## src/shared/oitc_pkg.sv

```systemverilog
// Overview of operation
// - Foldback on CC turns the output off once CV-to-CC holds for the delay.
// - Foldback on CV turns the output off once CC-to-CV holds for the delay.
// - Foldback can be disabled, and disabled is the reset default.
// - In latch mode a low disable input turns the output off and it stays off.
// - A latched disable clears only after release, clear key, then output on.
// - In living mode the output is off while disable is low, then restored.
// - The trigger source is panel keys (default), bus command or external pin.
// - With external source and the pin set to input, each low pulse on the pin starts one list run.
// - With the pin as output, an accepted key or bus trigger pulses it low.
// - With the pin set to input and external source, a received low pulse is a trigger event.
// - A lock key toggles the lock; locked keys but on/off and shift are ignored.
// - With discharge on (default), the internal load is on while output is off.
package oitc_pkg;
  typedef enum logic [1:0] {OITC_FB_OFF, OITC_FB_CC, OITC_FB_CV} oitc_fb_t;
  typedef enum logic [1:0] {OITC_INH_OFF, OITC_INH_LATCH, OITC_INH_LIVE}
    oitc_inh_t;
  typedef enum logic [1:0] {OITC_SRC_KEY, OITC_SRC_BUS, OITC_SRC_EXT}
    oitc_src_t;
  localparam int unsigned OITC_CLK_HZ      = 20_000_000;
  localparam int unsigned OITC_STEP_US     = 1_000;
  localparam int unsigned OITC_STEP_CYC    = OITC_CLK_HZ / 1_000_000
                                           * OITC_STEP_US;
  localparam int unsigned OITC_DLY_MAX_MS  = 10_000;
  localparam int unsigned OITC_PULSE_US    = 10;
  localparam int unsigned OITC_PULSE_CYC   = OITC_CLK_HZ / 1_000_000
                                           * OITC_PULSE_US;
  localparam logic [13:0] OITC_DLY_RST     = 14'h0000;
  localparam logic        OITC_DISCH_RST   = 1'b1;
endpackage

```

## src/verilog/oitc_ctrl.sv

```systemverilog
`timescale 1ns/1ns
module oitc_ctrl
  import oitc_pkg::*;
#(
  parameter int unsigned STEP_CYC  = OITC_STEP_CYC,
  parameter int unsigned PULSE_CYC = OITC_PULSE_CYC
)(
  input  wire logic        clk_i,
  input  wire logic        rst_i,
  input  wire oitc_fb_t    fb_mode_i,
  input  wire logic [13:0] fb_delay_ms_i,
  input  wire logic        reg_cc_i,
  input  wire oitc_inh_t   inh_mode_i,
  input  wire logic        inh_n_i,
  input  wire oitc_src_t   trig_src_i,
  input  wire logic        trig_dir_out_i,
  input  wire logic        trig_n_i,
  input  wire logic        bus_trig_i,
  input  wire logic        key_trig_i,
  input  wire logic        key_lock_i,
  input  wire logic        key_onoff_i,
  input  wire logic        key_clear_i,
  input  wire logic        key_shift_i,
  input  wire logic        key_other_i,
  input  wire logic        disch_en_i,
  output logic             out_on_o,
  output logic             load_en_o,
  output logic             lock_o,
  output logic             list_start_o,
  output logic             trig_n_o,
  output logic             trig_oe_o,
  output logic             key_other_o,
  output logic             key_shift_o,
  output logic             fb_trip_o,
  output logic             inh_latched_o
);
  typedef struct packed {
    logic [1:0]  inh_s;
    logic [1:0]  trg_s;
    logic        trg_p;
    logic        cc_prev;
    logic        fb_arm;
    logic [13:0] ms_cnt;
    logic [15:0] div;
    logic        on;
    logic        fb_trip;
    logic        inh_lat;
    logic        clr_seen;
    logic        lock;
    logic        start;
    logic [15:0] pulse;
    logic        oth;
    logic        sh;
    logic        load;
  } oitc_st_t;

  oitc_st_t st_q;
  oitc_st_t st_d;
  logic     inh_lo;
  logic     ext_fall;
  logic     fb_edge;
  logic     key_ok;
  logic     trig_acc;
  logic     out_eff;

  assign inh_lo   = ~st_q.inh_s[1];
  // Edge taken past the synchroniser, so the first flop is never read twice
  assign ext_fall = st_q.trg_p & ~st_q.trg_s[1];

  always_comb
  begin
    st_d = st_q;
    st_d.inh_s = {st_q.inh_s[0], inh_n_i};
    st_d.trg_s = {st_q.trg_s[0], trig_n_i};
    st_d.trg_p = st_q.trg_s[1];
    st_d.cc_prev = reg_cc_i;
    st_d.start = 1'b0;
    // Locked panel ignores everything but on/off, shift and the lock key
    key_ok = ~st_q.lock;
    st_d.oth = key_other_i & key_ok;
    st_d.sh = key_shift_i;
    if (key_lock_i)
      st_d.lock = ~st_q.lock;
    fb_edge = 1'b0;
    if (fb_mode_i == OITC_FB_CC)
      fb_edge = reg_cc_i & ~st_q.cc_prev;
    else if (fb_mode_i == OITC_FB_CV)
      fb_edge = ~reg_cc_i & st_q.cc_prev;
    // Delay counts from the regime change; reverting cancels it
    if (fb_mode_i == OITC_FB_OFF)
      st_d.fb_arm = 1'b0;
    else if (fb_edge)
    begin
      st_d.fb_arm = 1'b1;
      st_d.ms_cnt = '0;
      st_d.div = '0;
    end
    else if (st_q.fb_arm)
    begin
      if ((fb_mode_i == OITC_FB_CC) != reg_cc_i)
        st_d.fb_arm = 1'b0;
      else if (st_q.ms_cnt >= fb_delay_ms_i)
      begin
        st_d.fb_arm = 1'b0;
        st_d.fb_trip = 1'b1;
        st_d.on = 1'b0;
      end
      else if (st_q.div == 16'(STEP_CYC - 1))
      begin
        st_d.div = '0;
        st_d.ms_cnt = st_q.ms_cnt + 14'h0001;
      end
      else
        st_d.div = st_q.div + 16'h0001;
    end
    if (inh_mode_i == OITC_INH_LATCH && inh_lo)
    begin
      st_d.inh_lat = 1'b1;
      st_d.on = 1'b0;
      st_d.clr_seen = 1'b0;
    end
    else if (st_q.inh_lat && key_clear_i && key_ok)
      st_d.clr_seen = 1'b1;
    if (key_onoff_i)
    begin
      if (st_q.on)
        st_d.on = 1'b0;
      else if ((!st_q.inh_lat || (st_q.clr_seen && !inh_lo))
               && !(inh_mode_i == OITC_INH_LATCH && inh_lo))
      begin
        st_d.on = 1'b1;
        st_d.inh_lat = 1'b0;
        st_d.clr_seen = 1'b0;
        st_d.fb_trip = 1'b0;
      end
    end
    trig_acc = 1'b0;
    case (trig_src_i)
      OITC_SRC_KEY: trig_acc = key_trig_i & key_ok;
      OITC_SRC_BUS: trig_acc = bus_trig_i;
      OITC_SRC_EXT: trig_acc = ~trig_dir_out_i & ext_fall;
      default:      trig_acc = 1'b0;
    endcase
    st_d.start = trig_acc;
    if (trig_acc && trig_dir_out_i && trig_src_i != OITC_SRC_EXT)
      st_d.pulse = 16'(PULSE_CYC);
    else if (st_q.pulse != 16'h0000)
      st_d.pulse = st_q.pulse - 16'h0001;
    out_eff = st_d.on & ~(inh_mode_i == OITC_INH_LIVE & inh_lo);
    st_d.load = disch_en_i & ~out_eff;
  end

  always_ff @(posedge clk_i)
  begin
    if (rst_i)
    begin
      st_q <= '0;
      st_q.inh_s <= 2'b11;
      st_q.trg_s <= 2'b11;
      st_q.trg_p <= 1'b1;
      st_q.load <= OITC_DISCH_RST;
    end
    else
      st_q <= st_d;
  end

  assign out_on_o      = st_q.on & ~(inh_mode_i == OITC_INH_LIVE & inh_lo);
  assign load_en_o     = st_q.load;
  assign lock_o        = st_q.lock;
  assign list_start_o  = st_q.start;
  assign trig_n_o      = 1'b0;
  assign trig_oe_o     = trig_dir_out_i & (st_q.pulse != 16'h0000);
  assign key_other_o   = st_q.oth;
  assign key_shift_o   = st_q.sh;
  assign fb_trip_o     = st_q.fb_trip;
  assign inh_latched_o = st_q.inh_lat;
endmodule

```

## config.mk

```make
export PLATFORM = sky130hd
export DESIGN_NAME = oitc_ctrl
export DESIGN_NICKNAME = d
export VERILOG_FILES = /design/src/shared/oitc_pkg.sv /design/src/verilog/oitc_ctrl.sv
export SDC_FILE = /design/constraint.sdc
export NUM_CORES = 1
export LEC_CHECK = 0
export CAP_MARGIN = 20
export CORE_MARGIN = 1.5
export CORE_UTILIZATION = 40
export CTS_CLUSTER_DIAMETER = 60
export DETAILED_ROUTE_END_ITERATION = 10
export DONT_BUFFER_PORTS = 1
export RECOVER_POWER = 100
export SYNTH_ARGS = -nofsm -noshare
export SYNTH_HDL_FRONTEND = slang
export SYNTH_SLANG_ARGS = --single-unit
export TNS_END_PERCENT = 100
```

## constraint.sdc

```tcl
create_clock -name clk_i -period 5.8 [get_ports clk_i]
set_input_delay 1.16 -clock clk_i [delete_from_list [all_inputs] [get_ports clk_i]]
set_output_delay 1.16 -clock clk_i [all_outputs]
set_load 0.01 [all_outputs]
```

Yosys cells after proc, flatten, opt, wreduce, memory -nomap -nowiden:

Index checks and enable logic that the tools add are counted.

* add/subtract/negate cells: 3
* $lt $le $gt $ge: 1
* equal/unequal tests: 11
* muxes and demuxes: 25
* bitwise operators: 20
* reduce and logical (&&, ||, !) cells: 20

Operators by type and width (count)
* $mux 33: 2
* $mux 32: 1
* $mux 31: 1
* $mux 30: 1
* $add 16x1->16 const B: 1
* $eq 16x15->1 const B: 1
* $mux 16: 1
* $mux 8: 2
* $reduce_bool 16->1: 1
* $sub 16x1->16 const B: 1
* $add 14x1->14 const B: 1
* $ge 14x14->1: 1
* $mux 14: 1
* $and 1x1->1: 11
* $mux 1: 9
* $not 1->1: 9
* $mux 4: 2
* $logic_and 1x1->1: 7
* $eq 2x1->1 const B: 3
* $eq 2x2->1 const B: 3
* $mux 2: 3
* $ne 3x3->1 const B: 2
* $reduce_bool 3->1: 2
* $reduce_and 5->1: 1
* 10 further kinds: 13

* register bits after elaboration: 62
* input bits: 34
* output and inout bits: 10
* word-level logic and storage cells: 98

Longest topological paths before layout:

* word-level depth: 15
* depth in mapped cells: 11
* gate-level depth less buffers: 9

Worst setup path before layout:

OpenSTA, ideal clock, no wires.

* path kind: in2reg
* from: input port fb_delay_ms_i[5]
* to: register st_q[34] (netlist name)
* library setup time: 0.070 ns
* data arrival time: 3.395 ns
* data required time: 5.730 ns
* path slack: 2.334 ns
* stages: 10
* buffers on the path: 1
* cells stage by stage: inv_1 > ha_1 > nand4_1 > o21ai_0 > a2111oi_4 > a22oi_1 > o22a_1 > buf_2 > or4_1 > a21oi_1

* word-level cells in the longest chain between the ends: 3

RTL lines
* from (decl): RTL line oitc_ctrl.sv:11 `input wire logic [13:0] fb_delay_ms_i,`
* $ge 14x14->1: RTL line oitc_ctrl.sv:102 `else if (st_q.ms_cnt >= fb_delay_ms_i)`
* $ne 3x3->1 (no line)
* $reduce_and 4->1 (no line)
* to (signal assigned): RTL line oitc_ctrl.sv:164 `st_q <= st_d;`
* to (decl): RTL line oitc_ctrl.sv:57 `oitc_st_t st_q;`

Every way passes these cells.
A chain may end at the register's enable or synchronous reset.

Worst setup path after layout:

* from: input port fb_delay_ms_i[13]
* to: register st_q[35] (netlist name)

The elaborated chain is that of the path after synthesis.

==> results.md <==
* Outcome: finished with violations
* Failing checks: max-capacitance violations
* Final-report setup violation count at 0
* Worst vdd ir at 166.2 µV
* Routed via count at 2,567
* Final setup TNS at 0 ns
* Post-synth EDFFs at 0
* CP max FO at 30
* Syn Nets at roughly 430
* P_leak at 1.279 nW
* Synth top area cells: dfxtp_1, ha_1, a21oi_1, xnor2_1, nor2_1
* DP Wirelength at about 4.4 mm
* Dominant cell type by area after synthesis: dfxtp_1
* Average wire per standard cell at between 10 and 15 µm
* Min Tclk post-route at 4.354 ns
* Type of the worst min-delay path: reg -> reg
* Num ports at 44
* Routed Antenna Nets at 0
* Detailed-route vias per instance at 5.260
* First-pass GRT wire length at 10.47 mm
* Share of layout cells above drive strength 1 at 0.08549
* Most common cell after layout, fill and taps aside: dfxtp_1
* Most frequent cells in the layout: dfxtp_1, nor2_1, a21oi_1
* Reg clk slew, reported paths at roughly 0.080 ns
* Die area at 8625 µm²
* Root Buffer: clkbuf_8
* Clk buf depth at 2
* Skew-Pair Late Insertion Delay at around 0.34 ns
* Max Freq at about 0.23 GHz
* Overall routing resource usage at 0.1529
* DRC violations left at 0
* Fin. Hold Viols at 0
* Unrepaired setup endpoints after global routing: no
* Least-Margin Pin Slew at between 1 and 1.5 ns
* Pwr/cell area at around 380 nW/µm²
* Die Wd at 92.87 µm
* Top-area cell type share of the netlist area at 0.3842
* P&R area growth vs syn at 9.915%
* Skew final at around 0.0085 ns
* 1st-iter DRT viols at 110
* Top_reg_cell synth: dfxtp_1
* Die height at just over 90 µm
* Cell count after synthesis at 380
* Critical path type: in -> reg
* Core Box Area at approximately 7800 µm²
* CP Data Arrival Time at about 4.6 ns
* CTS tree: yes
* N_diodes at 0
* Largest net degree at the start of global routing at 31
* Gpl congestion at 0.8001
* Total grt overflow at 0
* Post-CTS Setup Inserts at 0
* Number of synthesized register bits at 62
* Slew Limit Fails at 0
* Worst slew margin at 0.01016
* Port Buffer Count at 0
* Cell Rows at 32
* FFs w/ async S/R, synth at 0
* Drt pass-1 iters at 4
* Distinct cell type count after synthesis at 54
* Clock sinks at between 60 and 70
* Ys Warns at 0
* Cts repair resizes at 0
* Routed wire length at 6.208 mm
* Post-route clock period utilization at 0.7507
* Crit start category: primary input
* WHS at 0.4121 ns
* # Max-Cap Violations at 1
* Final #Nets at 432
* Critical path capture point type: flip-flop
* Vias in the first global route at around 2,400
* Initial core utilization at 0.4159
* Setup WS pre-CTS at approximately 1.9 ns
* Worst Path Required at a little over 6 ns
* Seq/Total Area, Yosys at 0.3842
* Mapped Area at approximately 3200 µm²
* H-Tree Level Count at 3
* Hold Buf Count CTS at 0
* Initial antenna violation count at 0
* Num CTS Buffers at 9
* Setup ws final at ~1.4 ns
* Syn Area/Cell at 8.502 µm²
* Filler cell count at around 800
-- path summary, 6_finish.rpt --
kind              slack, ns                     to  cells past startpoint             startpoint
setup / recovery       1.45  st_q[35]$_SDFFE_PP0P_                      9      fb_delay_ms_i[13]
hold / removal         0.41    st_d[57]$_SDFF_PP1_                      1    st_d[59]$_SDFF_PP1_
setup reg to reg       1.90  st_q[35]$_SDFFE_PP0P_                      8  st_q[46]$_SDFFE_PP0P_
hold reg to reg        0.41    st_d[57]$_SDFF_PP1_                      1    st_d[59]$_SDFF_PP1_
-- where the power goes --
part | switching (mW) | total, mW | internal (mW)
registers | 0.0515 | 0.534 | 0.482
clock network | 0.179 | 0.510 | 0.331
logic | 0.164 | 0.307 | 0.144
-- layer usage --
metal / vias to the layer above / track usage / share of wire
met5: - / 0 / 0
met4: 0 / 0.05051 / 0.010
met3: 7 / 0.05747 / 0.037
met2: 28 / 0.2445 / 0.45
met1: 1177 / 0.1885 / 0.50
li1: 1355 / - / -
-- synth_stat cells (7+ instances only) --
cell type	instances
a21oi_1	33
clkbuf_1	7
dfxtp_1	62
ha_1	17
inv_1	32
nand2_1	21
nand3_1	12
nand4_1	10
nor2_1	34
nor3_1	12
o21ai_0	12
o31ai_1	11
or3_1	10
or4_1	11
xnor2_1	17
-- state kept, by name (all words and copies together) (netlist names) --
signal and count:
key_shift_o 1, list_start_o 1, fb_trip_o 1, key_other_o 1, inh_latched_o 1, st_q 52, load_en_o 1, lock_o 1
st_d 3
-- cells by family (layout without fill, tap and decap cells) --
kind of cell	Yosys count	after routing	synth area share
AOI/OAI and AO/OA	75	75	0.1518
xor gates and xnor gates	22	22	0.05964
adders and majority gates	17	17	0.06584
buffers and inverters	42	48	0.05074
DFF	62	62	0.3842
muxes	4	4	0.01394
other	1	1	0.001161
and+or+nand+nor	157	157	0.2727
-- metrics by stage --
stage	instances	power [mW]	utilization	cell area, µm²
final	488	1.351	0.4572	3551
after global routing	488	1.435	0.4572	3551
after CTS	488	1.370	0.4613	3583
after detailed placement	472	0.8537	0.4267	3314
after global placement	472	0.8488	0.4267	3314
after floorplan	380	0.8079	-	3231
-- final cells by class --
type,count,area [µm²],area share
multi-input cells,276,1793,0.5049
flip-flops and latches,62,1241,0.3495
inverters,32,120.1,0.03383
clock inverters,7,145.1,0.04087
well taps,102,127.6,0.03594
clock buffers,9,123.9,0.03488
-- critical path, stage by stage --
cell	delay, ns
inv_1	0.02
ha_1	0.31
a21oi_1	0.16
o21ai_0	0.16
a2111oi_0	1.24
a22oi_1	0.22
o22a_1	0.58
or4_1	0.63
a21oi_1	0.14
Power figures use the tool's default switching activity.
